==> config.mk <==
export PLATFORM = sky130hd
export DESIGN_NAME = cmtc_channel_maint
export DESIGN_NICKNAME = d
export VERILOG_FILES = /design/src/common/cmtc_pkg.sv /design/src/common/cmtc_fifo_if.sv /design/src/rtl/cmtc_fifo.sv /design/src/rtl/cmtc_channel_maint.sv
export SDC_FILE = /design/constraint.sdc
export NUM_CORES = 1
export LEC_CHECK = 0
export ABC_CLOCK_PERIOD_IN_PS = 6550
export BUFFER_PORTS_ARGS = -buffer_cell sky130_fd_sc_hd__buf_2
export CAP_MARGIN = 20
export CORE_MARGIN = 10
export CORE_UTILIZATION = 54
export DETAILED_ROUTE_END_ITERATION = 10
export PLACE_DENSITY = 0.73
export SYNTH_ARGS = -nofsm -noshare
export SYNTH_HDL_FRONTEND = slang
export SYNTH_SLANG_ARGS = --single-unit
export TNS_END_PERCENT = 10
==> constraint.sdc <==
create_clock -name clock -period 6.55 [get_ports clock]
set_clock_uncertainty 0.1 [all_clocks]
set_input_delay 0.9825 -clock clock [delete_from_list [all_inputs] [get_ports clock]]
set_output_delay 0.9825 -clock clock [all_outputs]
set_load 0.02 [all_outputs]
==> src/common/cmtc_pkg.sv <==
package cmtc_pkg;
   // ==========================================================
   // control word fields (bit 0 is the msb of the 16-bit word)
   // ==========================================================
   localparam int CW_MRST  = 15;              // master reset
   localparam int CW_RINT  = 14;              // reset interrupt request
   localparam int CW_JUMP  = 13;              // set jump met
   localparam int CW_DEND  = 12;              // device end at transfer start
   localparam int CW_CC_HI = 9;               // control code, bits 6..7
   localparam int CW_CC_LO = 8;
   localparam int CW_HSPD  = 7;               // high speed service request
   localparam int CW_DNUM  = 6;               // device number from counter/buffer
   localparam int CW_TTC   = 5;               // terminate on terminal count
   localparam int CW_CMP   = 4;               // compare mode
   localparam int CW_CLRI  = 3;               // clear interface select
   localparam int CW_CB_HI = 2;               // counter/buffer mode, bits 13..15
   localparam int CW_CB_LO = 0;
   // ==========================================================
   // status word fields
   // ==========================================================
   localparam int SW_SIOK  = 15;
   localparam int SW_RWOK  = 14;
   localparam int SW_IPND  = 13;
   localparam int SW_IACT  = 12;
   localparam int SW_XERR  = 11;
   localparam int SW_IDLE  = 10;
   localparam int SW_DEND  = 9;
   localparam int SW_EOT   = 8;
   localparam int SW_IN    = 7;
   localparam int SW_OUT   = 6;
   localparam int SW_TCNT  = 5;
   localparam int SW_NCMP  = 4;
   localparam int SW_CLRI  = 3;
   // ==========================================================
   // codes, reset values, timing
   // ==========================================================
   localparam logic [1:0] CC_NORMAL = 2'h0;   // order address word -> control
   localparam logic [1:0] CC_ADDR   = 2'h1;   // order address word -> cb
   localparam logic [1:0] CC_CTRL   = 2'h2;   // order control word -> cb
   localparam logic [1:0] CC_BOTH   = 2'h3;   // both, control word last
   localparam logic [2:0] CB_BUFFER = 3'h0;   // buffer mode
   localparam logic [2:0] CB_CNT_WR = 3'h1;   // count write words
   localparam logic [2:0] CB_CNT_RD = 3'h2;   // count read words
   localparam logic [2:0] CB_CNT_SR = 3'h3;   // count service requests
   localparam logic [2:0] CB_CNT_OR = 3'h4;   // count orders
   localparam logic [15:0] WORD_ZERO = 16'h0000;
   localparam int CLK_MHZ      = 250;
   localparam int SR_RATE_KHZ  = 200;
   localparam int SR_DELAY_CYC = (CLK_MHZ * 1000) / SR_RATE_KHZ;
   localparam int FIFO_DEPTH   = 32;
   localparam int WORD_W       = 16;
endpackage

==> src/common/cmtc_fifo_if.sv <==
`timescale 1ns/1ps
// word path between the channel side and the fifo
interface cmtc_fifo_if;
   logic [15:0] wrData;
   logic        wrValid;
   logic        wrReady;
   logic [15:0] rdData;
   logic        rdValid;
   logic        rdReady;
   modport fifo (input wrData, input wrValid, output wrReady,
                 output rdData, output rdValid, input rdReady);
   modport user (output wrData, output wrValid, input wrReady,
                 input rdData, input rdValid, output rdReady);
endinterface

==> src/rtl/cmtc_fifo.sv <==
`timescale 1ns/1ps
module cmtc_fifo
#(
   parameter int WIDTH = 16,
   parameter int DEPTH = 32
)
(
   // clock and reset
   input wire logic clock,
   input wire logic rst_b,
   // both sides
   cmtc_fifo_if.fifo f
);
   localparam int AW = $clog2(DEPTH);
   logic [WIDTH-1:0] mem [DEPTH];            // word storage
   logic [AW-1:0]    wrPtr_r;                // next write slot
   logic [AW-1:0]    rdPtr_r;                // next read slot
   logic [AW:0]      count_r;                // words held
   logic             push;
   logic             pop;

   assign f.wrReady = (count_r != (AW+1)'(DEPTH));
   assign f.rdValid = (count_r != '0);
   assign f.rdData  = mem[rdPtr_r];
   assign push      = f.wrValid && f.wrReady;
   assign pop       = f.rdValid && f.rdReady;

   // ==========================================================
   // storage write, no reset needed on data
   // ==========================================================
   always_ff @(posedge clock)
   begin
      if (push)
      begin
         mem[wrPtr_r] <= f.wrData;
      end
   end

   // ==========================================================
   // pointers and fill level
   // ==========================================================
   always_ff @(posedge clock)
   begin
      if (!rst_b)
      begin
         wrPtr_r <= '0;
         rdPtr_r <= '0;
         count_r <= '0;
      end
      else
      begin
         if (push)
         begin
            wrPtr_r <= wrPtr_r + AW'(1);
         end
         if (pop)
         begin
            rdPtr_r <= rdPtr_r + AW'(1);
         end
         count_r <= count_r + (AW+1)'(push) - (AW+1)'(pop);
      end
   end
endmodule

==> src/rtl/cmtc_channel_maint.sv <==
`timescale 1ns/1ps
// Behaviour
// - control order code steers word destination
// - high speed bypasses service request pacing
// - device number bit selects counter/buffer
// - rollover terminates when enabled
// - compare mode checks write words
// - select bit picks clear interface or end
// - counter/buffer mode field; buffer mode
// - io reset clears control and buffer
// - start io clears status; transfer clears some
// - idle ok bit; bit 1 always one
// - interrupt pending and active bits
// - transfer error sticky until start io
// - idle enable reflected directly
// - device end status flag
// - end of transfer status flag
// - read and write direction flags
// - terminal count status flag
// - no compare status flag
// - clear interface flag, start io clears
// - zero buffer gives jump to zero
// - master reset bit, clear if active
// - jump bit returns jump met
// - device end bit ends transfers immediately
// - reject start io while channel active
module cmtc_channel_maint
(
   // clock and reset
   input  wire logic        clock,
   input  wire logic        rst_b,
   // direct instructions from the processor side
   input  wire logic        directControl,
   input  wire logic        directWrite,
   input  wire logic        directRead,
   input  wire logic        directStatus,
   input  wire logic        startIo,
   input  wire logic        setIntReq,
   input  wire logic        intActive,
   input  wire logic [15:0] directData,
   output      logic [15:0] directResult,
   output      logic        startIoRejected,
   // wired device number
   input  wire logic [7:0]  wiredDevNum,
   // channel orders
   input  wire logic        channelIdleEnable,
   input  wire logic        orderControl,
   input  wire logic        orderWrite,
   input  wire logic        orderRead,
   input  wire logic        orderJump,
   input  wire logic        transferStart,
   input  wire logic [15:0] orderAddressWord,
   input  wire logic [15:0] orderControlWord,
   input  wire logic        writeValid,
   input  wire logic [15:0] writeData,
   output      logic        writeReady,
   output      logic        readValid,
   output      logic [15:0] readData,
   input  wire logic        readReady,
   input  wire logic        endOfTransfer,
   input  wire logic        transferErrorSignal,
   // answers to the channel
   output      logic        channelServiceRequest,
   output      logic        deviceEnd,
   output      logic        clearInterface,
   output      logic        jumpMet,
   output      logic [15:0] programDevNum,
   output      logic        intRequest
);
   import cmtc_pkg::*;

   // ==========================================================
   // state
   // ==========================================================
   typedef enum logic [2:0]
   {
      CMTC_IDLE = 3'b001,                     // no program running
      CMTC_RUN  = 3'b010,                     // program executing
      CMTC_DONE = 3'b100                      // terminated, wait for idle
   } cmtc_state_t;

   cmtc_state_t state_r;                      // program sequencer
   logic [15:0] ctrl_r;                       // control register
   logic [15:0] cb_r;                         // counter/buffer
   logic [15:0] cbNxt;
   logic        jump_r;                       // jump flag
   logic        intReq_r;                     // interrupt request
   logic        xerr_r, dend_r, eot_r, in_r, out_r, tcnt_r, ncmp_r, clri_r;
   logic [$clog2(SR_DELAY_CYC+1)-1:0] srCnt_r; // request pacing
   logic        masterReset;                  // control word bit 0
   logic        cwLoad;                       // a new control word arrives
   logic [15:0] cwNew;
   logic        rollover;
   logic        countEvt;
   logic        cmpFail;
   logic        terminate;
   logic        srTick;
   logic        sioAccept;
   logic        wrTake;
   logic [15:0] statusWord;                   // assembled status word
   cmtc_fifo_if fp ();

   // fifo holds write-order words until the counter/buffer takes them
   cmtc_fifo #(.WIDTH(WORD_W), .DEPTH(FIFO_DEPTH)) uFifo
   (
      .clock (clock),
      .rst_b (rst_b),
      .f     (fp.fifo)
   );
   assign fp.wrData  = writeData;
   assign fp.wrValid = writeValid && (state_r == CMTC_RUN);
   assign writeReady = fp.wrReady && (state_r == CMTC_RUN);
   // drain only when the pacing allows, so the fifo can really fill
   assign fp.rdReady = srTick;
   assign wrTake     = fp.rdValid && fp.rdReady;

   // ==========================================================
   // decode
   // ==========================================================
   assign cwLoad = directControl
                 || (orderControl && ctrl_r[CW_CC_HI:CW_CC_LO] == CC_NORMAL);
   assign cwNew  = directControl ? directData : orderAddressWord;
   assign masterReset = cwLoad && cwNew[CW_MRST];
   assign sioAccept   = startIo && channelIdleEnable && (state_r == CMTC_IDLE);
   assign startIoRejected = startIo && !sioAccept;
   assign cmpFail = wrTake && ctrl_r[CW_CMP] && (fp.rdData != cb_r);

   // counted event per counter/buffer mode
   always_comb
   begin
      countEvt = 1'b0;
      unique case (ctrl_r[CW_CB_HI:CW_CB_LO])
         CB_CNT_WR : countEvt = wrTake;
         CB_CNT_RD : countEvt = readValid && readReady;
         CB_CNT_SR : countEvt = channelServiceRequest;
         CB_CNT_OR : countEvt = orderControl || orderRead || orderWrite;
         default   : countEvt = 1'b0;                                        // buffer mode
      endcase
   end
   assign rollover  = countEvt && (cb_r == 16'hFFFF);
   assign terminate = (rollover && ctrl_r[CW_TTC])
                    || (cmpFail && ctrl_r[CW_CMP]);

   // ==========================================================
   // control register and jump flag
   // ==========================================================
   always_ff @(posedge clock)
   begin
      if (!rst_b || masterReset)
      begin
         ctrl_r <= WORD_ZERO;
         jump_r <= 1'b0;
      end
      else if (cwLoad)
      begin
         ctrl_r <= cwNew;
         if (cwNew[CW_JUMP])
         begin
            jump_r <= 1'b1;
         end
      end
   end

   // ==========================================================
   // counter/buffer
   // ==========================================================
   always_comb
   begin
      cbNxt = cb_r;
      if (directWrite)
      begin
         cbNxt = directData;
      end
      else if (orderControl)
      begin
         unique case (ctrl_r[CW_CC_HI:CW_CC_LO])
            CC_ADDR : cbNxt = orderAddressWord;
            CC_CTRL : cbNxt = orderControlWord;
            CC_BOTH : cbNxt = orderControlWord;
            // normal mode leaves the words alone, but a counted order still counts
            CC_NORMAL : cbNxt = countEvt ? cb_r + 16'h0001 : cb_r;
         endcase
      end
      else if (ctrl_r[CW_CB_HI:CW_CB_LO] == CB_BUFFER)
      begin
         if (wrTake && !ctrl_r[CW_CMP])
         begin
            cbNxt = fp.rdData;
         end
      end
      else if (countEvt)
      begin
         cbNxt = cb_r + 16'h0001;
      end
   end

   always_ff @(posedge clock)
   begin
      if (!rst_b || masterReset)
      begin
         cb_r <= WORD_ZERO;                                   // zero gives jump to 0
      end
      else
      begin
         cb_r <= cbNxt;
      end
   end

   // ==========================================================
   // program sequencer
   // ==========================================================
   always_ff @(posedge clock)
   begin
      if (!rst_b || masterReset)
      begin
         state_r <= CMTC_IDLE;
      end
      else
      begin
         unique case (state_r)
            CMTC_IDLE : if (sioAccept) state_r <= CMTC_RUN;
            CMTC_RUN  : if (terminate || endOfTransfer) state_r <= CMTC_DONE;
            CMTC_DONE : if (channelIdleEnable) state_r <= CMTC_IDLE;
            default   : state_r <= CMTC_IDLE;
         endcase
      end
   end

   // ==========================================================
   // service request pacing: one tick per 200 kHz period, a tick every cycle when high speed is set
   // ==========================================================
   always_ff @(posedge clock)
   begin
      if (!rst_b || srTick)
      begin
         srCnt_r <= '0;
      end
      else
      begin
         srCnt_r <= srCnt_r + 1'b1;
      end
   end
   assign srTick = ctrl_r[CW_HSPD]
                 || (srCnt_r == ($bits(srCnt_r))'(SR_DELAY_CYC - 1));
   // request while a write word is wanted or a read is pending
   assign channelServiceRequest = (state_r == CMTC_RUN) && srTick
                                && (fp.wrReady || readValid);

   // ==========================================================
   // channel answers
   // ==========================================================
   always_ff @(posedge clock)
   begin
      if (!rst_b)
      begin
         deviceEnd      <= 1'b0;
         clearInterface <= 1'b0;
         readValid      <= 1'b0;
         readData       <= WORD_ZERO;
         jumpMet        <= 1'b0;
         programDevNum  <= WORD_ZERO;
         directResult   <= WORD_ZERO;
      end
      else
      begin
         // device end: forced at transfer start, or chosen termination
         deviceEnd <= (transferStart && ctrl_r[CW_DEND])
                   || (terminate && !ctrl_r[CW_CLRI]);
         clearInterface <= (terminate && ctrl_r[CW_CLRI])
                        || (masterReset && !channelIdleEnable);
         if (orderRead && !ctrl_r[CW_DEND])
         begin
            readValid <= 1'b1;
            readData  <= cb_r;
         end
         else if (readReady)
         begin
            readValid <= 1'b0;
         end
         jumpMet <= orderJump && jump_r;
         if (sioAccept)
         begin
            programDevNum <= ctrl_r[CW_DNUM] ? cb_r : {8'h00, wiredDevNum};
         end
         if (directRead)
         begin
            directResult <= cb_r;
         end
         else if (directStatus)
         begin
            directResult <= statusWord;
         end
      end
   end

   // ==========================================================
   // interrupt request: set wins over clear
   // ==========================================================
   always_ff @(posedge clock)
   begin
      if (!rst_b)
      begin
         intReq_r <= 1'b0;
      end
      else if (setIntReq)
      begin
         intReq_r <= 1'b1;
      end
      else if (cwLoad && cwNew[CW_RINT])
      begin
         intReq_r <= 1'b0;
      end
   end
   assign intRequest = intReq_r;

   // ==========================================================
   // sticky status flags; sets win over clears
   // ==========================================================
   logic clrAll;                               // accepted start io
   logic clrXfer;                              // start of a data transfer
   assign clrAll  = sioAccept;
   assign clrXfer = clrAll || transferStart;

   always_ff @(posedge clock)
   begin
      if (!rst_b)
      begin
         xerr_r <= 1'b0;
         dend_r <= 1'b0;
         eot_r  <= 1'b0;
         in_r   <= 1'b0;
         out_r  <= 1'b0;
         tcnt_r <= 1'b0;
         ncmp_r <= 1'b0;
         clri_r <= 1'b0;
      end
      else
      begin
         xerr_r <= transferErrorSignal || (xerr_r && !clrAll);
         dend_r <= deviceEnd || (dend_r && !clrXfer);
         eot_r  <= endOfTransfer || (eot_r && !clrXfer);
         tcnt_r <= rollover || (tcnt_r && !clrXfer);
         ncmp_r <= cmpFail || (ncmp_r && !clrXfer);
         clri_r <= clearInterface || (clri_r && !clrAll);
         // direction of the latest transfer
         if (orderRead)
         begin
            in_r  <= 1'b1;
            out_r <= 1'b0;
         end
         else if (orderWrite)
         begin
            in_r  <= 1'b0;
            out_r <= 1'b1;
         end
         else if (clrAll)
         begin
            in_r  <= 1'b0;
            out_r <= 1'b0;
         end
      end
   end

   // ==========================================================
   // status word assembly
   // ==========================================================
   always_comb
   begin
      statusWord          = WORD_ZERO;
      statusWord[SW_SIOK] = (state_r == CMTC_IDLE) && channelIdleEnable;
      statusWord[SW_RWOK] = 1'b1;
      statusWord[SW_IPND] = intReq_r;
      statusWord[SW_IACT] = intActive;
      statusWord[SW_XERR] = xerr_r;
      statusWord[SW_IDLE] = channelIdleEnable;
      statusWord[SW_DEND] = dend_r;
      statusWord[SW_EOT]  = eot_r;
      statusWord[SW_IN]   = in_r;
      statusWord[SW_OUT]  = out_r;
      statusWord[SW_TCNT] = tcnt_r;
      statusWord[SW_NCMP] = ncmp_r;
      statusWord[SW_CLRI] = clri_r;
   end
endmodule

==> results of run 1 <==
==> Yosys cell counts (4+ instances only) <==
library cell  number  share of area, %
edfxtp_1         512                59
buf_1             11              0.16
nand3b_1           4              0.11
mux4_1             5              0.50
a22o_1            24              0.80
a21oi_1          111               2.1
clkbuf_1          61              0.88
o21ai_0           15              0.29
dfxtp_1          124               9.5
nand2b_1          11              0.26
inv_1             25              0.36
o221ai_1           7              0.23
nand3_1           35              0.67
and2_1             9              0.22
nand4_1           15              0.36
nor3b_1            9              0.26
mux2i_1          203               7.8
a221oi_1           5              0.17
ha_1              17              0.81
a211oi_1          20              0.57
a32oi_1            7              0.23
a22oi_1           80               2.3
nor2_1           153               2.2
a31oi_1           11              0.26
and3_1             8              0.19
buf_2             25              0.48
xor2_1            21              0.70
nor2b_1           21              0.50
a41oi_1            5              0.17
xnor2_1           25              0.84
nor3_1            16              0.31
nand2_1          105               1.5
mux4_2            35               3.0
buf_4             15              0.43
buf_6              4              0.17
or2_2              5              0.12
nor4_1             6              0.14
==> power by group through the flow <==
stage	clock (W)	sequential (W)	combinational (W)
after floorplan	0	0.00453	0.000400
after global placement	0	0.00456	0.000573
after detailed placement	0	0.00456	0.000589
after CTS	0.00358	0.00447	0.000594
after global routing	0.00374	0.00448	0.000653
final	0.00355	0.00447	0.000596
==> path summary, 6_finish.rpt <==
check	start	to	slack (ns)	cells past startpoint
worst max-delay path	register	clearInterface	2.53	9
worst min-delay path	readData[4]	readData[4]	0.36	2
worst max register to register	register	clearInterface	2.53	9
worst min register to register	readData[4]	readData[4]	0.36	2
==> per-layer routing <==
metal,track usage (%),up-vias,wire [um]
met5,0,-,0
met4,9.38,0,2330
met3,3.92,150,5530
met2,37.2,785,32700
met1,29.5,8167,26300
li1,-,7195,-
==> worst register-to-register path, cell delays in order, from the launching register on <==
cell,delay [ns]
dfxtp_4,0.72
and2b_1,0.63
a22oi_1,0.35
a21oi_1,0.11
nor4_1,0.81
xnor2_1,0.21
nand4_1,0.14
nor4_2,0.39
a31oi_1,0.20
a31o_1,0.25
==> cell families after synthesis <==
family,synth area share (%)
simple gates,7.60
fa+ha+maj,0.890
flops,68.3
mux,11.3
xor+xnor,1.54
buf+inv,2.47
compound gates,7.95
==> registers in the layout, summed over array words and instances, names as in the netlist, 3 cells and up, named ones only <==
register / count
programDevNum: 16
uFifo.wrPtr_r: 5
cb_r: 16
uFifo.mem: 512
uFifo.count_r: 6
state_r: 3
readData: 16
directResult: 16
ctrl_r: 11
uFifo.rdPtr_r: 5
srCnt_r: 11
==> area by class of cell <==
| class | instances | share of cell area (%) |
|---|---|---|
| Tap cell | 615 | 2.60 |
| Timing Repair Buffer | 189 | 3.73 |
| Clock inverter | 35 | 1.17 |
| Antenna cell | 3 | 0.0253 |
| Sequential cell | 636 | 60.3 |
| Multi-Input combinational cell | 1036 | 26.2 |
| Clock buffer | 78 | 5.69 |
| Inverter | 25 | 0.317 |
==> stage by stage <==
step	setup slack, ns	hold WS [ns]
2_1_floorplan	3.65	0.336
6_report	2.53	0.357
3_3_place_gp	2.57	0.339
4_1_cts	2.50	0.360
5_1_grt	2.24	0.372
3_5_place_dp	2.52	0.351
==> results.sh, run 1 <==
export IMPL_wl_per_cell_um=25.6
export IMPL_switching_share_pct=22.4
export IMPL_die_area_um2=57700
export IMPL_seqPwrFrac_pct=51.9
export IMPL_leakagePower_nw=9.63
export IMPL_regArea_um2=17900
export IMPL_powerDensity_nw_per_um2=291
export IMPL_ys_ff_latch=636
export IMPL_synth_avg_cell_area_um2=14.4
export IMPL_multi_input_area_um2=7760
export IMPL_design_area_um2=29600
export IMPL_tns_ns=0
export IMPL_yosys_warnings=0
export IMPL_fin_crit_ns=4.02
export IMPL_cts_setup_buffers=0
export IMPL_status="complete, no violations"
export IMPL_yosysUniqueCellTypes=64
export IMPL_grt_usage_pct=22.7
export IMPL_fillers=3503
export IMPL_cp_buffers_inverters=0
export IMPL_fin_util_pct=61.9
export IMPL_placed_cell_area_um2=27600
export IMPL_ys_async_sr_fraction_pct=0
export IMPL_syn_inst=1813
export IMPL_syn_area_um2=26200
export IMPL_combPwrFrac_pct=6.9
export IMPL_routed_via_density=6.23
export IMPL_hold_class="register to register"
export IMPL_overflow=0
export IMPL_drt_iter0_markers=1861
export IMPL_numCtsBuffers=61
export IMPL_rows=80
export IMPL_setup_viol=0
export IMPL_dp_hpwl_mm=42.0
export IMPL_post_cts_resize_count=0
export IMPL_fp_dieH_um=240
export IMPL_fp_coreArea_um2=47800
export IMPL_slew_violations=0
export IMPL_clockBufferDepth=3
export IMPL_final_common_cell="edfxtp_1"
export IMPL_clk_pin_slew_ns=0.07
export IMPL_grt_pass1_wl_mm=98.0
export IMPL_drive_gt1_share_pct=18.3
export IMPL_port_buffers=146
export IMPL_period_share_pct=61.4
export IMPL_power_frac_clock_pct=41.2
export IMPL_grt_pass1_vias=16000
export IMPL_slowest_stage="nor4_1"
export IMPL_cp_arrival_ns=4.45
export IMPL_finalHoldViolCount=0
export IMPL_critPathTopFamily="simple AND/OR/NAND/NOR gates"
export IMPL_cp_end_kind="register"
export IMPL_place_inst=2500
export IMPL_wirelength_mm=66.9
export IMPL_path_cells="and2b_1, a22oi_1, a21oi_1, nor4_1, xnor2_1, nand4_1, nor4_2, a31oi_1, a31o_1"
export IMPL_cts_tree="built"
export IMPL_relSlewSlack_pct=31.8
export IMPL_layoutNonFillerInstCount=2617
export IMPL_antenna_left=0
export IMPL_place_gp_congestion=0.877
export IMPL_die_width_um=240
export IMPL_intPower_w=0.00668
export IMPL_htree_levels=2
export IMPL_critPathMaxFanout=38
export IMPL_worst_pin_slew_ns=1.02
export IMPL_start_util_pct=54.7
export IMPL_drc=0
export IMPL_rsz0062_at_grt="false"
export IMPL_synth_yosys_seq_area_share_pct=68.3
export IMPL_synth_top_flop_cell="edfxtp_1"
export IMPL_grt_max_degree=86
export IMPL_antenna_found_initial=1
export IMPL_area_growth_pct=13.3
export IMPL_clkSinkCount=636
export IMPL_drv_cap=0
export IMPL_cp_required_ns=6.97
export IMPL_synth_edf_count=512
export IMPL_firstDrtPassIters=5
export IMPL_final_cell_mix="edfxtp_1, mux2i_1, buf_2"
export IMPL_crit_path_start_kind="register"
export IMPL_syn_num_nets=1922
export IMPL_clock_fmax_mhz=248
export IMPL_cts_root_buf="clkbuf_16"
export IMPL_max_stage_delay_ns=0.81
export IMPL_p_total_w=0.00862
export IMPL_crit_type="register to register"
export IMPL_max_vdd_ir_drop_v=0.000212
export IMPL_layout_nets=2058
export IMPL_insertion_delay_ns=0.63
export IMPL_io_pins=147
export IMPL_hold_buffers=0
export IMPL_p_switching_w=0.00193
export IMPL_via_count=16300
No activity file was read; power rests on OpenSTA's default activity.
==> inputs of run 2 (changes only) <==
--- a/config.mk
+++ b/config.mk
@@ -5,13 +5,13 @@
 export SDC_FILE = /design/constraint.sdc
 export NUM_CORES = 1
 export LEC_CHECK = 0
-export ABC_CLOCK_PERIOD_IN_PS = 6550
+export ABC_CLOCK_PERIOD_IN_PS = 3500
 export BUFFER_PORTS_ARGS = -buffer_cell sky130_fd_sc_hd__buf_2
 export CAP_MARGIN = 20
 export CORE_MARGIN = 10
 export CORE_UTILIZATION = 54
 export DETAILED_ROUTE_END_ITERATION = 10
-export PLACE_DENSITY = 0.73
+export PLACE_DENSITY = 0.76
 export SYNTH_ARGS = -nofsm -noshare
 export SYNTH_HDL_FRONTEND = slang
 export SYNTH_SLANG_ARGS = --single-unit
==> constraint.sdc (replaced) <==
create_clock -name clock -period 3.5 [get_ports clock]
set_clock_uncertainty 0.1 [all_clocks]
set_input_delay 0.525 -clock clock [delete_from_list [all_inputs] [get_ports clock]]
set_output_delay 0.525 -clock clock [all_outputs]
set_load 0.02 [all_outputs]
==> run 2 against run 1 <==
Effect of this change: critical path depth up 2; register-to-register slack worse by 2.4 ns; power is 89% higher; count of clock-buffer cells in the layout increased by 14; setup slack lost 2.4 ns; sequential cell count unchanged; die area unchanged; sequential power rose by 87%; via count increased by 1.9%; routed wire length is 1.5% higher; cell count rose by 2.4%.
==> results.sh, run 2 (same netlist as run 1, synthesis figures left out) <==
export IMPL_clock_fmax_mhz=295
export IMPL_holdWs_ns=0.0411
export IMPL_area_growth_pct=15.6
export IMPL_grt_pass1_wl_mm=101
export IMPL_numCtsBuffers=66
export IMPL_die_area_um2=57700
export IMPL_firstDrtPassIters=5
export IMPL_place_gp_congestion=0.924
export IMPL_final_cell_mix="edfxtp_1, mux2i_1, buf_2"
export IMPL_drive_gt1_share_pct=20.1
export IMPL_worst_pin_slew_ns=0.927
export IMPL_fin_crit_ns=3.39
export IMPL_insertion_delay_ns=0.60
export IMPL_fp_coreArea_um2=47800
export IMPL_drc=0
export IMPL_cts_tree="built"
export IMPL_routed_via_density=6.20
export IMPL_hold_buffers=0
export IMPL_rsz0062_at_grt="false"
export IMPL_io_pins=147
export IMPL_cp_required_ns=3.89
export IMPL_cp_arrival_ns=3.78
export IMPL_antenna_found_initial=1
export IMPL_slew_violations=0
export IMPL_dpl_worst_slack_ns=0.0317
export IMPL_overflow=0
export IMPL_port_buffers=146
export IMPL_slowest_stage="mux4_2"
export IMPL_wl_per_cell_um=25.4
export IMPL_period_share_pct=97.0
export IMPL_fillers=3427
export IMPL_max_vdd_ir_drop_v=0.000386
export IMPL_die_width_um=240
export IMPL_final_common_cell="edfxtp_1"
export IMPL_rows=80
export IMPL_clockBufferDepth=3
export IMPL_intPower_w=0.0126
export IMPL_tns_ns=0
export IMPL_cp_buffers_inverters=2
export IMPL_cts_root_buf="clkbuf_16"
export IMPL_powerDensity_nw_per_um2=538
export IMPL_dp_hpwl_mm=42.4
export IMPL_critPathTopFamily="simple AND/OR/NAND/NOR gates"
export IMPL_setup_viol=0
export IMPL_via_count=16600
export IMPL_grt_pass1_vias=16500
export IMPL_layout_nets=2121
export IMPL_leakagePower_nw=9.97
export IMPL_drv_cap=0
export IMPL_clk_pin_slew_ns=0.06
export IMPL_combPwrFrac_pct=7.4
export IMPL_power_frac_clock_pct=41.3
export IMPL_switching_share_pct=22.6
export IMPL_largest_reg_flops=512
export IMPL_top_register="uFifo.mem"
export IMPL_setup_ws_ns=0.106
export IMPL_hold_class="input port to register"
export IMPL_finalHoldViolCount=0
export IMPL_wirelength_mm=67.9
export IMPL_drt_iter0_markers=1984
export IMPL_p_switching_w=0.00368
export IMPL_cp_end_kind="register"
export IMPL_grt_max_degree=61
export IMPL_relSlewSlack_pct=38.1
export IMPL_seqPwrFrac_pct=51.4
export IMPL_htree_levels=3
export IMPL_start_util_pct=54.7
export IMPL_max_stage_delay_ns=0.51
export IMPL_crit_type="register to register"
export IMPL_fp_dieH_um=240
export IMPL_path_cells="buf_12, mux4_2, and3_1, a31oi_1, nand4_1, xnor2_1, nand4_1, nor4_2, buf_4, a31oi_1, a31o_1"
export IMPL_critPathMaxFanout=32
export IMPL_status="complete, no violations"
export IMPL_grt_usage_pct=23.4
export IMPL_antenna_left=0
export IMPL_clkSinkCount=636
export IMPL_crit_path_start_kind="register"
==> run 2: area by class of cell <==
type | count | area, um2 | area share [%]
inverters | 25 | 93.8 | 0.310
clock inverters | 27 | 196 | 0.649
flip-flops and latches | 636 | 17900 | 59.1
diodes | 1 | 2.50 | 0.00827
well taps | 615 | 769 | 2.54
repair buffers | 247 | 1740 | 5.75
clock buffers | 92 | 1860 | 6.15
multi-input cells | 1036 | 7730 | 25.5
==> run 2: power groups by stage <==
stage | Clock, W | Combinational (W) | Sequential, W
after global routing | 0.00712 | 0.00131 | 0.00837
after detailed placement | 0 | 0.00117 | 0.00852
after floorplan | 0 | 0.000749 | 0.00848
after CTS | 0.00678 | 0.00118 | 0.00836
final | 0.00672 | 0.00120 | 0.00836
after global placement | 0 | 0.00113 | 0.00851
==> run 2: path summary, 6_finish.rpt <==
kind	from	endpoint	slack, ns	cells after the start
setup / recovery	register	deviceEnd	0.11	11
hold / removal	setIntReq	intRequest	0.04	3
setup reg to reg	register	deviceEnd	0.11	11
hold reg to reg	readData[6]	readData[6]	0.35	2
==> run 2: worst reg2reg max path: stages (launching register included) <==
cell and delay (ns):
dfxtp_4 0.50, buf_12 0.28, mux4_2 0.53, and3_1 0.19, a31oi_1 0.16, nand4_1 0.25
xnor2_1 0.23, nand4_1 0.15, nor4_2 0.35, buf_4 0.18, a31oi_1 0.11, a31o_1 0.24
==> run 2: per-stage QoR <==
stage                     util (%)  power, W  area [um2]  instances
after CTS                     63.0    0.0163       30100       2670
after floorplan                  -   0.00923       26200       1813
after global routing          63.2    0.0168       30300       2678
after global placement        58.7   0.00965       28100       2551
after detailed placement      58.7   0.00969       28100       2551
final                         63.2    0.0163       30300       2679
==> run 2: metal layers <==
layer	vias to the layer above	part of all wire, %	global-route usage [%]
li1	7344	-	-
met1	8193	38	29.7
met2	904	48	38.2
met3	164	9.9	5.27
met4	2	3.5	9.85
met5	-	0.013	0
==> run 2: timing repair <==
action | 4_1_cts | 5_1_grt
gates resized for setup | 0 | 4
setup buffers | 0 | 7
endpoints found under the setup margin | 0 | 4
hold endpoints to repair | 0 | 0
==> inputs of run 3 (changes only) <==
--- a/config.mk
+++ b/config.mk
@@ -9,9 +9,9 @@
 export BUFFER_PORTS_ARGS = -buffer_cell sky130_fd_sc_hd__buf_2
 export CAP_MARGIN = 20
 export CORE_MARGIN = 10
-export CORE_UTILIZATION = 54
+export CORE_UTILIZATION = 50
 export DETAILED_ROUTE_END_ITERATION = 10
-export PLACE_DENSITY = 0.76
+export PLACE_DENSITY = 0.71
 export SYNTH_ARGS = -nofsm -noshare
 export SYNTH_HDL_FRONTEND = slang
 export SYNTH_SLANG_ARGS = --single-unit
==> run 3 against run 2 <==
Effect of this change: sequential power about the same; first-iteration DRC count down 3.3%; die area is 7.3% higher; critical endpoint is now clearInterface.
==> results.sh, run 3 (same netlist as run 1, synthesis figures left out) <==
export IMPL_status="complete, no violations"
export IMPL_intPower_w=0.0126
export IMPL_slew_violations=0
export IMPL_fp_dieH_um=249
export IMPL_clkSinkCount=636
export IMPL_p_switching_w=0.00369
export IMPL_routed_via_density=6.00
export IMPL_critPathMaxFanout=12
export IMPL_rows=83
export IMPL_grt_max_degree=44
export IMPL_cts_root_buf="clkbuf_16"
export IMPL_fp_coreArea_um2=51600
export IMPL_firstDrtPassIters=7
export IMPL_clk_pin_slew_ns=0.06
export IMPL_rsz0062_at_grt="false"
export IMPL_r2r_end="clearInterface"
export IMPL_worst_pin_slew_ns=0.991
export IMPL_layoutNonFillerInstCount=2758
export IMPL_regToRegSetupSlack_ns=0.03
export IMPL_period_share_pct=99.2
export IMPL_holdPathEnd="xerr_r"
export IMPL_hp_start="transferErrorSignal"
export IMPL_io_pins=147
export IMPL_wl_per_cell_um=25.0
export IMPL_grt_pass1_vias=16400
export IMPL_layout_nets=2135
export IMPL_final_common_cell="edfxtp_1"
export IMPL_dp_hpwl_mm=44.5
export IMPL_multi_input_area_um2=7740
export IMPL_leakagePower_nw=10.1
export IMPL_crit_type="register to register"
export IMPL_grt_usage_pct=21.5
export IMPL_top_register="uFifo.mem"
export IMPL_seqPwrFrac_pct=51.3
export IMPL_hold_class="input port to register"
export IMPL_setup_viol=0
export IMPL_cp_required_ns=3.88
export IMPL_antenna_found_initial=3
export IMPL_crit_path_start_kind="register"
export IMPL_power_frac_clock_pct=41.3
export IMPL_combPwrFrac_pct=7.4
export IMPL_drc=0
export IMPL_clockBufferDepth=3
export IMPL_fin_crit_ns=3.47
export IMPL_cp_end_kind="register"
export IMPL_place_inst=2636
export IMPL_holdPathStages=3
export IMPL_final_cell_mix="edfxtp_1, mux2i_1, buf_2"
export IMPL_cp_arrival_ns=3.85
export IMPL_placed_cell_area_um2=28300
export IMPL_port_buffers=146
export IMPL_overflow=0
export IMPL_powerDensity_nw_per_um2=535
export IMPL_drive_gt1_share_pct=20.9
export IMPL_grt_pass1_wl_mm=102
export IMPL_antenna_left=0
export IMPL_largest_reg_flops=512
export IMPL_max_vdd_ir_drop_v=0.000450
export IMPL_via_count=16600
export IMPL_cts_tree="built"
export IMPL_insertion_delay_ns=0.61
export IMPL_place_gp_congestion=0.904
export IMPL_drv_cap=0
export IMPL_design_area_um2=30500
export IMPL_area_growth_pct=16.5
export IMPL_die_width_um=249
export IMPL_regArea_um2=17900
export IMPL_switching_share_pct=22.6
export IMPL_holdWs_ns=0.0431
export IMPL_die_area_um2=61900
export IMPL_r2r_cells=10
export IMPL_tns_ns=0
export IMPL_wirelength_mm=68.8
export IMPL_relSlewSlack_pct=33.8
export IMPL_htree_levels=3
export IMPL_fin_util_pct=59.0
export IMPL_finalHoldViolCount=0
export IMPL_start_util_pct=50.7
export IMPL_drt_iter0_markers=1919
export IMPL_clock_fmax_mhz=288
export IMPL_numCtsBuffers=66
export IMPL_fillers=3858
==> run 3: cell count changes in the layout (fill, tap and decap cells not counted), sizes merged <==
cell,previous run,this run
buf,246,261
clkinv,16,23
clkinvlp,7,2
clkbuf,93,89
bufinv,2,3
==> run 3: layout make-up <==
| cell class | instances | area share [%] |
|---|---|---|
| Multi-Input combinational cell | 1036 | 25.4 |
| Sequential cell | 636 | 58.7 |
| Antenna cell | 1 | 0.00821 |
| Inverter | 25 | 0.308 |
| Timing Repair Buffer | 261 | 6.02 |
| Clock buffer | 89 | 5.95 |
| Tap cell | 680 | 2.79 |
| Clock inverter | 30 | 0.862 |
==> run 3: timing repair <==
action | CTS | global route
setup buffers | 1 | 1
pin swaps | 0 | 0
gates resized for setup | 0 | 5
gates cloned | 0 | 0
endpoints found under the setup margin | 2 | 2
hold buffers | 0 | 0
==> run 3: worst max-delay path, cell delays in order (launching register included) <==
cell and delay [ns]:
dfxtp_4 0.52, buf_8 0.21, mux4_2 0.53, a32oi_1 0.30
nand3_1 0.25, xnor2_1 0.23, nand4_1 0.22, nor4_2 0.41
buf_4 0.18, a31oi_1 0.13, a31o_1 0.26
==> run 3: metrics by stage <==
stage,worst slack [ns],total power [W]
after global placement,0.0898,0.00968
after CTS,0.0489,0.0164
after floorplan,0.601,0.00923
after global routing,0.0152,0.0168
final,0.0274,0.0163
after detailed placement,0.0460,0.00972
==> run 3: power by group through the flow <==
stage / logic (W) / clock network [W] / registers [W]
after floorplan: 0.000749 / 0 / 0.00848
after global placement: 0.00116 / 0 / 0.00852
after detailed placement: 0.00119 / 0 / 0.00853
after CTS: 0.00120 / 0.00682 / 0.00836
after global routing: 0.00132 / 0.00711 / 0.00837
final: 0.00121 / 0.00673 / 0.00837
==> run 3: worst max path at each step <==
stage,startpoint,to,slack (ns),cells past startpoint
finish,register,clearInterface,0.03,10
global route,register,clearInterface,0.02,12
CTS,register,clearInterface,0.05,14
detailed placement,register,deviceEnd,0.05,12
global placement,register,clearInterface,0.09,12
floorplan,uFifo.count_r[2],uFifo.mem[15][0],0.60,8
==> run 3: layer usage <==
metal  global-route usage, %  vias up  share of wire (%)
li1                        -     7367                  -
met1                    28.0     8240                 40
met2                    34.7      792                 48
met3                    4.82      153                8.3
met4                    7.87        6                3.3
met5                       0        -              0.071
